$ cat config.mk
export PLATFORM = sky130hd
export DESIGN_NAME = irq_ctrl
export DESIGN_NICKNAME = d
export VERILOG_FILES = /design/src/irq_ctrl_pkg.sv /design/src/pin_edge_detect.sv /design/src/irq_ctrl.sv
export SDC_FILE = /design/constraint.sdc
export NUM_CORES = 1
export LEC_CHECK = 0
export ABC_AREA = 1
export BUFFER_PORTS_ARGS = -buffer_cell sky130_fd_sc_hd__buf_2
export CAP_MARGIN = 15
export CORE_MARGIN = 3
export CORE_UTILIZATION = 45
export DETAILED_ROUTE_END_ITERATION = 12
export HOLD_SLACK_MARGIN = 0.15
export PLACE_DENSITY = 0.75
export SKIP_CTS_REPAIR_TIMING = 1
export SYNTH_ARGS = -nofsm -noshare
export SYNTH_HDL_FRONTEND = slang
export SYNTH_SLANG_ARGS = --single-unit
$ cat constraint.sdc
create_clock -name clk_i -period 3.6 [get_ports clk_i]
set_input_delay 0.54 -clock clk_i [delete_from_list [all_inputs] [get_ports clk_i]]
set_output_delay 0.54 -clock clk_i [all_outputs]
set_load 0.05 [all_outputs]
$ cat src/irq_ctrl_pkg.sv
// Shared constants and carrier types for the interrupt control block
`default_nettype none
package irq_ctrl_pkg;

	// ----------------------------------------------------------------
	// Source counts and ranks
	// ----------------------------------------------------------------
	localparam int unsigned NUM_SRC        = 12;
	localparam int unsigned NUM_PIN        = 2;
	localparam int unsigned RANK_WDT       = 0;
	localparam int unsigned RANK_PIN0      = 1;
	localparam int unsigned RANK_PIN1      = 2;

	// ----------------------------------------------------------------
	// Register addresses
	// ----------------------------------------------------------------
	localparam logic [15:0] ADDR_REQ_LOW   = 16'hFFE0;
	localparam logic [15:0] ADDR_REQ_HIGH  = 16'hFFE1;
	localparam logic [15:0] ADDR_MASK_LOW  = 16'hFFE4;
	localparam logic [15:0] ADDR_MASK_HIGH = 16'hFFE5;
	localparam logic [15:0] ADDR_LVL_LOW   = 16'hFFE8;
	localparam logic [15:0] ADDR_LVL_HIGH  = 16'hFFE9;
	localparam logic [15:0] ADDR_RISE_EN   = 16'hFF48;
	localparam logic [15:0] ADDR_FALL_EN   = 16'hFF49;
	localparam logic [15:0] ADDR_STATUS    = 16'hFF1E;

	// ----------------------------------------------------------------
	// Reset values and field layout
	// ----------------------------------------------------------------
	localparam logic [15:0] REQ_RESET      = 16'h0000;
	localparam logic [15:0] MASK_RESET     = 16'hFFFF;
	localparam logic [15:0] LVL_RESET      = 16'hFFFF;
	localparam logic [7:0]  EDGE_RESET     = 8'h00;
	localparam logic [7:0]  STATUS_RESET   = 8'h02;
	localparam logic [7:0]  EDGE_USED      = 8'h03;
	localparam logic [15:0] MASK_UNDEF_VAL = 16'hFFFF;
	localparam int unsigned STATUS_IE_BIT  = 7;
	localparam int unsigned STATUS_ISP_BIT = 1;

	// ----------------------------------------------------------------
	// Vector table
	// ----------------------------------------------------------------
	localparam logic [15:0] VEC_NMI        = 16'h0004;
	localparam logic [15:0] VEC_BASE       = 16'h0004;
	localparam logic [15:0] VEC_STEP       = 16'h0002;
	localparam logic [15:0] VEC_TRAP       = 16'h003E;

	// Register access from the core
	typedef struct packed {
		logic        wr;     // Write strobe
		logic        rd;     // Read strobe
		logic [15:0] addr;   // Byte address, even for word access
		logic        word;   // Combined 16-bit access
		logic [7:0]  bmask;  // Bit lanes touched, all ones for byte access
		logic [15:0] wdata;  // Write data, high byte for word access
	} sfr_req_t;

	// Pending interrupt offered to the core
	typedef struct packed {
		logic        valid;  // Something is acceptable now
		logic        nmi;    // It is the non-maskable request
		logic [3:0]  rank;   // Maskable source rank
		logic [15:0] vector; // Vector table address
	} irq_offer_t;

endpackage

`default_nettype wire

$ cat src/pin_edge_detect.sv
// Synchroniser and selectable edge detector for one external interrupt pin
`timescale 1ns/1ns
`default_nettype none

module pin_edge_detect (
	input  wire logic clk_i,
	input  wire logic srst_i,
	input  wire logic pin_i,
	input  wire logic rise_en_i,
	input  wire logic fall_en_i,
	output logic      edge_o
);

	logic sync_first;
	logic sync_second;
	logic sample_prev;

	// ----------------------------------------------------------------
	// Synchronise and keep previous sample
	// ----------------------------------------------------------------
	always_ff @(posedge clk_i) begin
		if (srst_i) begin
			sync_first  <= 1'b0;
			sync_second <= 1'b0;
			sample_prev <= 1'b0;
		end else begin
			sync_first  <= pin_i;
			sync_second <= sync_first;
			sample_prev <= sync_second;
		end
	end

	// Edge selection, both enables low disables detection
	always_comb begin
		edge_o = (rise_en_i & sync_second & ~sample_prev) |
		         (fall_en_i & ~sync_second & sample_prev);
	end

endmodule

`default_nettype wire

$ cat src/irq_ctrl.sv
// Interrupt request, mask, level and status word control for the core
//
// What this block does
// - Acknowledge clears that source's request flag
// - Set mask bit blocks service and wake
// - Mask pair byte/bit/word writable, resets ones
// - Level pair byte/bit/word writable, resets ones
// - Watchdog flag accessible only in interval mode
// - Mask read undefined in watchdog mode one
// - Output-mode pin change sets pin request flag
// - Rise/fall enable pair selects valid edge
// - Edge enables at FF48/FF49, two bits, reset zero
// - Status word: enable and level, byte/bit/instructions
// - Vectored ack or trap saves status, clears enable
// - Maskable ack copies level bit to in-service
// - Status pushed by push, restored by returns/pop
// - Reset loads status word with 02H
// - Non-maskable ignores enable, outranks all others
// - Non-maskable ack saves status, clears both flags
// - Repeat non-maskable waits return plus one instruction
// - Several repeats collapse into one request
// - Equal levels resolve by fixed rank, zero first
// - Eligible when flag set, mask clear, enable set
// - High-level requests win before rank applies
// - In-service flag zero while serving high level or non-maskable
`timescale 1ns/1ns
`default_nettype none

module irq_ctrl (
	input  wire logic                     clk_i,
	input  wire logic                     srst_i,
	input  wire irq_ctrl_pkg::sfr_req_t   sfr_i,
	output logic [15:0]                   sfr_rdata_o,
	input  wire logic [1:0]               ext_pin_i,
	input  wire logic [11:0]              src_event_i,
	input  wire logic                     wdt_overflow_i,
	input  wire logic                     wdt_mode_one_i,
	output irq_ctrl_pkg::irq_offer_t      offer_o,
	input  wire logic                     ack_i,
	input  wire logic                     trap_i,
	input  wire logic                     unmask_all_i,
	input  wire logic                     mask_all_i,
	input  wire logic                     status_push_i,
	input  wire logic                     status_pop_i,
	input  wire logic                     return_irq_i,
	input  wire logic                     return_trap_i,
	input  wire logic [7:0]               stack_data_i,
	input  wire logic                     instr_done_i,
	output logic [7:0]                    status_save_o,
	output logic [7:0]                    status_o,
	output logic                          wake_o
);

	// ----------------------------------------------------------------
	// Storage
	// ----------------------------------------------------------------
	logic [15:0] request_word;
	logic [15:0] mask_word;
	logic [15:0] level_word;
	logic [7:0]  rise_edge_enable_reg;
	logic [7:0]  fall_edge_enable_reg;
	logic [7:0]  status_word;
	logic        nmi_pending;
	logic        nmi_in_service;
	logic        nmi_hold;

	logic [1:0]  pin_edge;
	logic [15:0] hw_set;
	logic [15:0] ack_clear;
	logic [15:0] eligible;
	logic [15:0] high_elig;
	logic [3:0]  pick_rank;
	logic        pick_any;
	logic        pick_high;
	logic        mask_accept;
	logic        nmi_accept;
	logic [15:0] vec_offset;

	// Write lane masks per byte of each 16-bit register
	logic        wr_low_req;
	logic        wr_high_req;
	logic        wr_low_mask;
	logic        wr_high_mask;
	logic        wr_low_lvl;
	logic        wr_high_lvl;
	logic [7:0]  wdata_low;
	logic [7:0]  wdata_high;
	logic [15:0] wr_lanes_req;
	logic [15:0] wr_lanes_mask;
	logic [15:0] wr_lanes_lvl;
	logic [15:0] wr_data16;

	// ----------------------------------------------------------------
	// External pin edge detection
	// ----------------------------------------------------------------
	genvar gi;
	generate
		for (gi = 0; gi < irq_ctrl_pkg::NUM_PIN; gi++) begin : g_pin
			pin_edge_detect u_edge (
				.clk_i     (clk_i),
				.srst_i    (srst_i),
				.pin_i     (ext_pin_i[gi]),
				.rise_en_i (rise_edge_enable_reg[gi]),
				.fall_en_i (fall_edge_enable_reg[gi]),
				.edge_o    (pin_edge[gi])
			);
		end
	endgenerate

	// ----------------------------------------------------------------
	// Register write decode
	// ----------------------------------------------------------------
	// Word access carries low byte in wdata[7:0] and high byte above
	always_comb begin
		wdata_low    = sfr_i.wdata[7:0];
		wdata_high   = sfr_i.word ? sfr_i.wdata[15:8] : sfr_i.wdata[7:0];
		wr_low_req   = 1'b0;
		wr_high_req  = 1'b0;
		wr_low_mask  = 1'b0;
		wr_high_mask = 1'b0;
		wr_low_lvl   = 1'b0;
		wr_high_lvl  = 1'b0;
		if (sfr_i.wr) begin
			if (sfr_i.addr == irq_ctrl_pkg::ADDR_REQ_LOW) begin
				wr_low_req  = 1'b1;
				wr_high_req = sfr_i.word;
			end else if (sfr_i.addr == irq_ctrl_pkg::ADDR_REQ_HIGH) begin
				wr_high_req = ~sfr_i.word;
			end else if (sfr_i.addr == irq_ctrl_pkg::ADDR_MASK_LOW) begin
				wr_low_mask  = 1'b1;
				wr_high_mask = sfr_i.word;
			end else if (sfr_i.addr == irq_ctrl_pkg::ADDR_MASK_HIGH) begin
				wr_high_mask = ~sfr_i.word;
			end else if (sfr_i.addr == irq_ctrl_pkg::ADDR_LVL_LOW) begin
				wr_low_lvl  = 1'b1;
				wr_high_lvl = sfr_i.word;
			end else if (sfr_i.addr == irq_ctrl_pkg::ADDR_LVL_HIGH) begin
				wr_high_lvl = ~sfr_i.word;
			end
		end
		wr_data16     = {wdata_high, wdata_low};
		wr_lanes_req  = {wr_high_req ? sfr_i.bmask : 8'h00,
		                 wr_low_req ? sfr_i.bmask : 8'h00};
		wr_lanes_mask = {wr_high_mask ? sfr_i.bmask : 8'h00,
		                 wr_low_mask ? sfr_i.bmask : 8'h00};
		wr_lanes_lvl  = {wr_high_lvl ? sfr_i.bmask : 8'h00,
		                 wr_low_lvl ? sfr_i.bmask : 8'h00};
		// Watchdog flag is not software-writable in watchdog mode one
		if (wdt_mode_one_i) begin
			wr_lanes_req[irq_ctrl_pkg::RANK_WDT] = 1'b0;
		end
	end

	// ----------------------------------------------------------------
	// Priority selection among maskable requests
	// ----------------------------------------------------------------
	always_comb begin
		hw_set = {4'h0, src_event_i};
		hw_set[irq_ctrl_pkg::RANK_WDT]  = wdt_overflow_i & ~wdt_mode_one_i;
		hw_set[irq_ctrl_pkg::RANK_PIN0] = pin_edge[0];
		hw_set[irq_ctrl_pkg::RANK_PIN1] = pin_edge[1];
		eligible  = request_word & ~mask_word;
		eligible[15:irq_ctrl_pkg::NUM_SRC] = 4'h0;
		high_elig = eligible & ~level_word;
		pick_high = |high_elig;
		pick_any  = |eligible;
		pick_rank = 4'h0;
		// Lowest rank wins within the chosen level group
		for (int i = irq_ctrl_pkg::NUM_SRC - 1; i >= 0; i--) begin
			if (pick_high ? high_elig[i] : eligible[i]) begin
				pick_rank = 4'(i);
			end
		end
		mask_accept = pick_any & status_word[irq_ctrl_pkg::STATUS_IE_BIT] &
		              (status_word[irq_ctrl_pkg::STATUS_ISP_BIT] | pick_high);
		nmi_accept  = nmi_pending & ~nmi_in_service & ~nmi_hold;
		vec_offset  = {12'h000, pick_rank} * irq_ctrl_pkg::VEC_STEP;
	end

	// Offer to the core, non-maskable first and independent of enable
	always_comb begin
		offer_o.valid  = nmi_accept | mask_accept;
		offer_o.nmi    = nmi_accept;
		offer_o.rank   = pick_rank;
		offer_o.vector = nmi_accept ? irq_ctrl_pkg::VEC_NMI :
		                 16'(irq_ctrl_pkg::VEC_BASE + vec_offset);
		// Maskable wake needs an unmasked request only
		wake_o         = pick_any | nmi_pending;
	end

	// Clear of the acknowledged maskable flag
	always_comb begin
		ack_clear = 16'h0000;
		if (ack_i && !nmi_accept && mask_accept) begin
			ack_clear[pick_rank] = 1'b1;
		end
	end

	// ----------------------------------------------------------------
	// Request flags, hardware set wins over any clear
	// ----------------------------------------------------------------
	always_ff @(posedge clk_i) begin
		if (srst_i) begin
			request_word <= irq_ctrl_pkg::REQ_RESET;
		end else begin
			request_word <= (((request_word & ~wr_lanes_req) |
			                  (wr_data16 & wr_lanes_req)) & ~ack_clear) | hw_set;
		end
	end

	// Mask and level pairs
	always_ff @(posedge clk_i) begin
		if (srst_i) begin
			mask_word  <= irq_ctrl_pkg::MASK_RESET;
			level_word <= irq_ctrl_pkg::LVL_RESET;
		end else begin
			mask_word  <= (mask_word & ~wr_lanes_mask) | (wr_data16 & wr_lanes_mask);
			level_word <= (level_word & ~wr_lanes_lvl) | (wr_data16 & wr_lanes_lvl);
		end
	end

	// Edge enable registers, only pin bits are stored
	always_ff @(posedge clk_i) begin
		if (srst_i) begin
			rise_edge_enable_reg <= irq_ctrl_pkg::EDGE_RESET;
			fall_edge_enable_reg <= irq_ctrl_pkg::EDGE_RESET;
		end else if (sfr_i.wr && !sfr_i.word) begin
			if (sfr_i.addr == irq_ctrl_pkg::ADDR_RISE_EN) begin
				rise_edge_enable_reg <= ((rise_edge_enable_reg & ~sfr_i.bmask) |
				                        (wdata_low & sfr_i.bmask)) & irq_ctrl_pkg::EDGE_USED;
			end else if (sfr_i.addr == irq_ctrl_pkg::ADDR_FALL_EN) begin
				fall_edge_enable_reg <= ((fall_edge_enable_reg & ~sfr_i.bmask) |
				                        (wdata_low & sfr_i.bmask)) & irq_ctrl_pkg::EDGE_USED;
			end
		end
	end

	// ----------------------------------------------------------------
	// Status word
	// ----------------------------------------------------------------
	always_ff @(posedge clk_i) begin
		if (srst_i) begin
			status_word <= irq_ctrl_pkg::STATUS_RESET;
		end else if (ack_i && nmi_accept) begin
			status_word[irq_ctrl_pkg::STATUS_IE_BIT]  <= 1'b0;
			status_word[irq_ctrl_pkg::STATUS_ISP_BIT] <= 1'b0;
		end else if (ack_i && mask_accept) begin
			status_word[irq_ctrl_pkg::STATUS_IE_BIT]  <= 1'b0;
			status_word[irq_ctrl_pkg::STATUS_ISP_BIT] <= level_word[pick_rank];
		end else if (trap_i) begin
			status_word[irq_ctrl_pkg::STATUS_IE_BIT] <= 1'b0;
		end else if (status_pop_i || return_irq_i || return_trap_i) begin
			status_word <= stack_data_i;
		end else if (unmask_all_i) begin
			status_word[irq_ctrl_pkg::STATUS_IE_BIT] <= 1'b1;
		end else if (mask_all_i) begin
			status_word[irq_ctrl_pkg::STATUS_IE_BIT] <= 1'b0;
		end else if (sfr_i.wr && !sfr_i.word && sfr_i.addr == irq_ctrl_pkg::ADDR_STATUS) begin
			status_word <= (status_word & ~sfr_i.bmask) | (wdata_low & sfr_i.bmask);
		end
	end

	// Copy presented for the core to push on the stack
	always_ff @(posedge clk_i) begin
		if (srst_i) begin
			status_save_o <= irq_ctrl_pkg::STATUS_RESET;
		end else if ((ack_i && offer_o.valid) || trap_i || status_push_i) begin
			status_save_o <= status_word;
		end
	end

	// ----------------------------------------------------------------
	// Non-maskable request tracking
	// ----------------------------------------------------------------
	// One pending bit, so repeats during service merge into one
	always_ff @(posedge clk_i) begin
		if (srst_i) begin
			nmi_pending <= 1'b0;
		end else if (wdt_overflow_i && wdt_mode_one_i) begin
			nmi_pending <= 1'b1;
		end else if (ack_i && nmi_accept) begin
			nmi_pending <= 1'b0;
		end
	end

	// Service state, and a hold for one main instruction after return
	always_ff @(posedge clk_i) begin
		if (srst_i) begin
			nmi_in_service <= 1'b0;
			nmi_hold       <= 1'b0;
		end else if (ack_i && nmi_accept) begin
			nmi_in_service <= 1'b1;
			nmi_hold       <= 1'b0;
		end else if (return_irq_i && nmi_in_service) begin
			nmi_in_service <= 1'b0;
			nmi_hold       <= 1'b1;
		end else if (instr_done_i) begin
			nmi_hold       <= 1'b0;
		end
	end

	// ----------------------------------------------------------------
	// Register read
	// ----------------------------------------------------------------
	always_ff @(posedge clk_i) begin
		if (srst_i) begin
			sfr_rdata_o <= 16'h0000;
		end else if (sfr_i.rd) begin
			if (sfr_i.addr == irq_ctrl_pkg::ADDR_REQ_LOW) begin
				sfr_rdata_o <= sfr_i.word ? request_word : {8'h00, request_word[7:0]};
				if (wdt_mode_one_i) begin
					sfr_rdata_o[irq_ctrl_pkg::RANK_WDT] <= 1'b0;
				end
			end else if (sfr_i.addr == irq_ctrl_pkg::ADDR_REQ_HIGH) begin
				sfr_rdata_o <= {8'h00, request_word[15:8]};
			end else if (sfr_i.addr == irq_ctrl_pkg::ADDR_MASK_LOW) begin
				if (wdt_mode_one_i) begin
					sfr_rdata_o <= irq_ctrl_pkg::MASK_UNDEF_VAL;
				end else begin
					sfr_rdata_o <= sfr_i.word ? mask_word : {8'h00, mask_word[7:0]};
				end
			end else if (sfr_i.addr == irq_ctrl_pkg::ADDR_MASK_HIGH) begin
				sfr_rdata_o <= {8'h00, mask_word[15:8]};
			end else if (sfr_i.addr == irq_ctrl_pkg::ADDR_LVL_LOW) begin
				sfr_rdata_o <= sfr_i.word ? level_word : {8'h00, level_word[7:0]};
			end else if (sfr_i.addr == irq_ctrl_pkg::ADDR_LVL_HIGH) begin
				sfr_rdata_o <= {8'h00, level_word[15:8]};
			end else if (sfr_i.addr == irq_ctrl_pkg::ADDR_RISE_EN) begin
				sfr_rdata_o <= {8'h00, rise_edge_enable_reg};
			end else if (sfr_i.addr == irq_ctrl_pkg::ADDR_FALL_EN) begin
				sfr_rdata_o <= {8'h00, fall_edge_enable_reg};
			end else if (sfr_i.addr == irq_ctrl_pkg::ADDR_STATUS) begin
				sfr_rdata_o <= {8'h00, status_word};
			end else begin
				sfr_rdata_o <= 16'h0000;
			end
		end
	end

	// Live status word for the core; level bit reads one after reset
	always_comb begin
		status_o = status_word;
	end

endmodule

`default_nettype wire

==> results of run 1 <==
metrics by stage:
stage / instance area (µm²) / utilization (%) / hold slack [ns]
floorplan: 5609 / - / 0.3883
CTS: 6560 / 55.78 / 0.3852
global placement: 6252 / 53.17 / 0.3889
global route: 6573 / 55.89 / 0.3920
finish: 6573 / 55.89 / 0.3905
detailed placement: 6252 / 53.17 / 0.3987
layout make-up:
class	instances	area, µm²	area share, %
clock buffers	10	239.0	3.636
repair buffers	126	653.1	9.937
flip-flops and latches	93	1862	28.33
inverters	140	528.0	8.034
multi-input cells	555	3017	45.90
clock inverters	6	68.82	1.047
well taps	164	205.2	3.122
power groups by stage:
stage               Combinational [µW]  Sequential, µW  Clock [µW]
global route                       394            1080        1050
finish                             365            1080         987
detailed placement                 356            1100           0
floorplan                          175            1170           0
global placement                   354            1100           0
CTS                                358            1080         998
cells in the final DEF (no fill, tap or decap), types with 5 or more instances in the layout:
cell         n
a21oi_1     52
a221oi_1     8
a31oi_1      9
buf_2      117
buf_4        9
clkbuf_16    9
conb_1      12
dfxtp_1     93
inv_1      123
inv_2       14
nand2_1    140
nand3_1     32
nand4_1     17
nor2_1      56
nor2_2       5
nor3_1       6
nor4_1       6
o2111ai_1    6
o211ai_1    11
o21ai_0    105
o21ai_1      7
o221ai_1    10
o22ai_1      5
o311ai_0    24
path summary, 6_finish.rpt:
check	startpoint	end	slack [ns]
worst max-delay path	register	offer_o[4]	0.20
worst min-delay path	ext_pin_i[0]	g_pin[0].u_edge.sync_first	0.39
worst max register to register	register	request_word[5]	0.76
worst min register to register	g_pin[1].u_edge.sync_first	g_pin[1].u_edge.sync_second	0.41
cells by family after synthesis:
kind of cell               after synthesis  share of synthesized area [%]
AOI/OAI and AO/OA                      257                          28.76
DFF                                     93                          33.44
buffers and inverters                  181                          13.35
other                                    1                        0.06735
and+or+nand+nor                        284                          23.98
muxes                                    1                         0.1798
adders and majority gates                1                         0.2247
per-layer routing:
metal / track usage (%) / share of wire (%)
met1: 40.56 / 44
met2: 41.93 / 42
met3: 6.324 / 10
met4: 10.40 / 3.7
met5: 0 / 0
worst max-delay path: cells and delay by family (launching register included):
kind,cells,cell delay (ns)
simple gates,5,0.76
compound gates,4,0.74
buf+inv,2,0.48
flops,1,0.34
fa+ha+maj,1,0.19
==> summary.md, run 1 <==
| Metric | Value |
|---|---|
| Hold Fails Final Rpt | `0` |
| Ys flop type | `dfxtp_1` |
| Logic pwr share | `15.0%` |
| Clock latency on the worst-skew pair | `0.35 ns` |
| Setup WS post-layout | `0.1972 ns` |
| WL per Instance | `17.82 µm` |
| Die ar. | `0.01374 mm²` |
| Area Overhead vs Synth | `18.04%` |
| Post-synth top area share | `33.44%` |
| Arrival time at the worst endpoint | `2.86 ns` |
| Synthesized area | `0.005568 mm²` |
| Register area share after synthesis | `33.44%` |
| Fmax | `293.9 MHz` |
| Leak Pwr | `0.003033 µW` |
| Status | `finished, final reports clean` |
| RSZ-0062 raised after global routing | `false` |
| Critical path's slowest cell | `dfxtp_1` |
| DR iter-0 viols | `565` |
| Final Max Tran Viols | `0` |
| Area leader, netlist | `dfxtp_1` |
| Clock Path Buffers | `2` |
| Placed Cells | `1,078` |
| Vias in the first global route | `5,550` |
| Yosys reg bits | `93` |
| Total design power | `2435 µW` |
| Hold WC Path Type | `input port to register` |
| Rows | `39` |
| Largest net degree at the start of global routing | `37` |
| Die width | `117.2 µm` |
| Async set-reset flop share out of synthesis | `0%` |
| Post-route ant nets | `0` |
| First-pass GRT wire length | `29.79 mm` |
| Final clock skew | `0.009456 ns` |
| Crit start category | `register` |
| Top area cells in the synthesized netlist | `dfxtp_1 33%, nand2_1 9.4%, o21ai_0 9.4%` |
| Cell mode on critical path | `o21ai_0` |
| Share of layout cells above drive strength 1 | `20.11%` |
| Critical Path RT | `3.06 ns` |
| H-tree depth | `3` |
| Non-Filler Instances | `1,094` |
| Most common cell in the netlist | `nand2_1` |
| Die H | `117.2 µm` |
| GRT Overall Usage | `28.42%` |
| CTS tree | `done` |
| Root cell of the clock tree | `clkbuf_16` |
| Syn. warnings | `0` |
| Synth Area per Inst | `6.807 µm²` |
| Max Cap Violations | `0` |
| # clock sinks | `93` |
| Clk pwr share | `40.6%` |
| Core area | `0.01176 mm²` |
| Minimum clock period | `3.403 ns` |
| Remaining DRCs | `0` |
| Crit. End Element | `output port` |
| DR vias | `6,287` |
| Initial Util | `47.35%` |
| Max rail drop VDD | `0.0003229 V` |
| P_int | `1713 µW` |
| WL final | `19.50 mm` |
| Cell count of the worst reg-to-reg path | `14` |
| Yosys cell types | `50` |
| Fillers | `1,191` |
| GPL Wtd Cong | `1.034` |
| Final Cycle Share | `94.52%` |
| Slowest stage delay, CP | `0.34 ns` |
| Sw frac | `29.66%` |
| Post-DP HPWL | `15.14 mm` |
| Power Dens Cells | `370.4 mW/mm²` |
| GRT overflow | `0` |
| Vias per cell | `5.747` |
| Antenna diodes | `0` |
| Setup TNS | `0 ns` |
| Sequential cell fraction of total power | `44.4%` |
| Slew HR | `54.47%` |
| Pre-CTS WS | `0.5566 ns` |
| CTS clk-pin slew, worst paths | `0.07 ns` |
| WHS Path Cells | `3` |
| DR pass1 iterations | `5` |
| Initial antenna violation count | `0` |
| Synth top cells by count | `140 x nand2_1, 124 x inv_1, 105 x o21ai_0` |
| Crit Path Category | `register to output port` |
| Post-Synthesis Cells | `818` |
| Slew @ Worst Pin | `0.6787 ns` |
| I/O pins | `133` |
| Worst-path fanout max | `10` |
| Number of buffers created by CTS | `9` |
| NetSw | `722.0 µW` |
| IO Port Bufs | `117` |
| Number of synthesized flops with an enable pin | `0` |
| Critical path, cell by cell | `clkinv_1 > nand3b_1 > nand2_1 > nor2_4 > nand3_4 > o21ai_0 > nor2_1 > a21oi_4 > ha_1 > o21ai_0 > a21oi_1 > buf_2` |
| Final setup fails | `0` |
| # nets final | `1,004` |
Power figures use the tool's default switching activity.
==> run 2: changes to the inputs <==
REMOVE_ABC_BUFFERS = 1   (was default)
==> run 2 against run 1 <==
  * Hold slack better by 0.010 ns
  * Clock power down 2%
  * Global-route usage down 0.27 points
  * Flip-flop and latch count unchanged
  * Register-to-register slack better by 0.18 ns
  * Maximum frequency up 0.66%
  * Largest cell class unchanged
==> summary.md, run 2 (synthesis gave the netlist of run 1 again) <==
| Metric | Value |
|---|---|
| GRT overflow | `0` |
| Top Family by Delay on Critical Path | `simple AND/OR/NAND/NOR gates` |
| Final Cycle Share | `93.90%` |
| Core area | `0.01176 mm²` |
| Crit Path Category | `register to output port` |
| Worst path bufs/invs | `4` |
| Cell mode on critical path | `nand2_1` |
| Slew HR | `51.10%` |
| Slew @ Worst Pin | `0.7336 ns` |
| Remaining DRCs | `0` |
| RSZ-0062 raised after global routing | `false` |
| Final setup fails | `0` |
| RR Startpoint | `request_word[4]` |
| Pre-CTS WS | `0.6154 ns` |
| I/O pins | `133` |
| Hold WC Path Type | `input port to register` |
| Die ar. | `0.01374 mm²` |
| Sw frac | `29.04%` |
| Arrival time at the worst endpoint | `2.84 ns` |
| First-pass GRT wire length | `29.53 mm` |
| Vias in the first global route | `5,565` |
| DR vias | `6,218` |
| Setup WS post-layout | `0.2194 ns` |
| Crit. End Element | `output port` |
| # nets final | `1,008` |
| Cell count of the worst reg-to-reg path | `16` |
| Hold path endpoint | `g_pin[1].u_edge.sync_first` |
| DR pass1 iterations | `5` |
| Clock latency on the worst-skew pair | `0.34 ns` |
| Root cell of the clock tree | `clkbuf_16` |
| Leak Pwr | `0.003048 µW` |
| Hold Startpoint | `ext_pin_i[1]` |
| WL final | `19.24 mm` |
| Area Overhead vs Synth | `18.29%` |
| Sequential cell fraction of total power | `44.8%` |
| Critical Path Stages | `16` |
| Logic pwr share | `15.0%` |
| Max Cap Violations | `0` |
| CTS clk-pin slew, worst paths | `0.06 ns` |
| Critical path's slowest cell | `dfxtp_1` |
| Die width | `117.2 µm` |
| IO Port Bufs | `117` |
| WHS Path Cells | `3` |
| Reg-to-reg endpoint | `status_save_o[0]` |
| Clk pwr share | `40.2%` |
| H-tree depth | `3` |
| Clock Path Buffers | `2` |
| Antenna diodes | `0` |
| Power Dens Cells | `366.3 mW/mm²` |
| CTS tree | `done` |
| Flop-to-flop setup slack | `0.94 ns` |
| GRT Overall Usage | `28.15%` |
| WL per Instance | `17.53 µm` |
| Status | `finished, final reports clean` |
| Hold Fails Final Rpt | `0` |
| Most frequent cells in the layout | `140 x nand2_1, 124 x inv_1, 116 x buf_2` |
| Number of buffers created by CTS | `9` |
| Vias per cell | `5.663` |
| GPL Wtd Cong | `0.9811` |
| Final Max Tran Viols | `0` |
| NetSw | `700.7 µW` |
| Post-route ant nets | `0` |
| Share of layout cells above drive strength 1 | `20.13%` |
| Die H | `117.2 µm` |
| Fmax | `295.8 MHz` |
| Initial Util | `47.35%` |
| Largest net degree at the start of global routing | `62` |
| Max rail drop VDD | `0.0003125 V` |
| Minimum clock period | `3.381 ns` |
| P_int | `1712 µW` |
| Crit start category | `register` |
| Initial antenna violation count | `0` |
| Slowest stage delay, CP | `0.32 ns` |
| # clock sinks | `93` |
| Critical path, cell by cell | `inv_2 > nor2_1 > nand2_1 > nand2_1 > nor2_2 > nand3_4 > inv_4 > o21ai_4 > nand2_1 > inv_1 > nand2_1 > a21oi_2 > ha_1 > o21ai_0 > a21oi_1 > clkbuf_4` |
| Critical Path RT | `3.06 ns` |
| Most common cell after layout, fill and taps aside | `nand2_1` |
| DR iter-0 viols | `712` |
| Post-DP HPWL | `14.56 mm` |
| Final clock skew | `0.007973 ns` |
| Worst-path fanout max | `10` |
| Rows | `39` |
| Total design power | `2413 µW` |
==> run 2: area by class of cell <==
class                   instances  area [µm²]
fillers                      1203        5174
multi-input cells             555        3004
flip-flops and latches         93        1862
repair buffers                130       685.7
inverters                     140       528.0
clock buffers                  11       242.7
well taps                     164       205.2
clock inverters                 5       58.81
==> run 2: layer usage <==
metal / global-route usage [%] / wire (µm)
met5: 0 / 0
met4: 8.792 / 514
met3: 5.090 / 1917
met2: 44.19 / 8541
met1: 39.30 / 8270
==> run 2: power groups by stage <==
stage	Clock, µW	Combinational, µW	Sequential, µW
2_1_floorplan	0	149	1170
3_3_place_gp	0	356	1100
3_5_place_dp	0	358	1100
4_1_cts	983	359	1080
5_1_grt	1030	395	1080
6_report	969	363	1080
==> run 2: worst max path at each step <==
stage | startpoint | end | slack [ns]
3_5_place_dp | request_word[5] | offer_o[4] | 0.62
4_1_cts | request_word[5] | offer_o[4] | 0.22
2_1_floorplan | register | offer_o[4] | -0.03
5_1_grt | request_word[4] | offer_o[4] | 0.01
6_report | request_word[4] | offer_o[4] | 0.22
3_3_place_gp | request_word[5] | offer_o[4] | 0.66
==> run 2: tightest hold or removal path, cell delays in order <==
cell    delay, ns
buf_2        0.09
inv_1        0.04
nor2_1       0.03
==> run 2: metrics by stage <==
stage               std cells  instance area [µm²]  hold WS [ns]  setup TNS [ns]  util [%]
global placement         1082                 6282        0.3919               0     53.42
global route             1098                 6586        0.4162               0     56.01
CTS                      1098                 6584        0.3936               0     55.98
finish                   1098                 6586        0.4005               0     56.01
detailed placement       1082                 6282        0.4034               0     53.42
floorplan                 788                 5394        0.3883        -0.02991         -
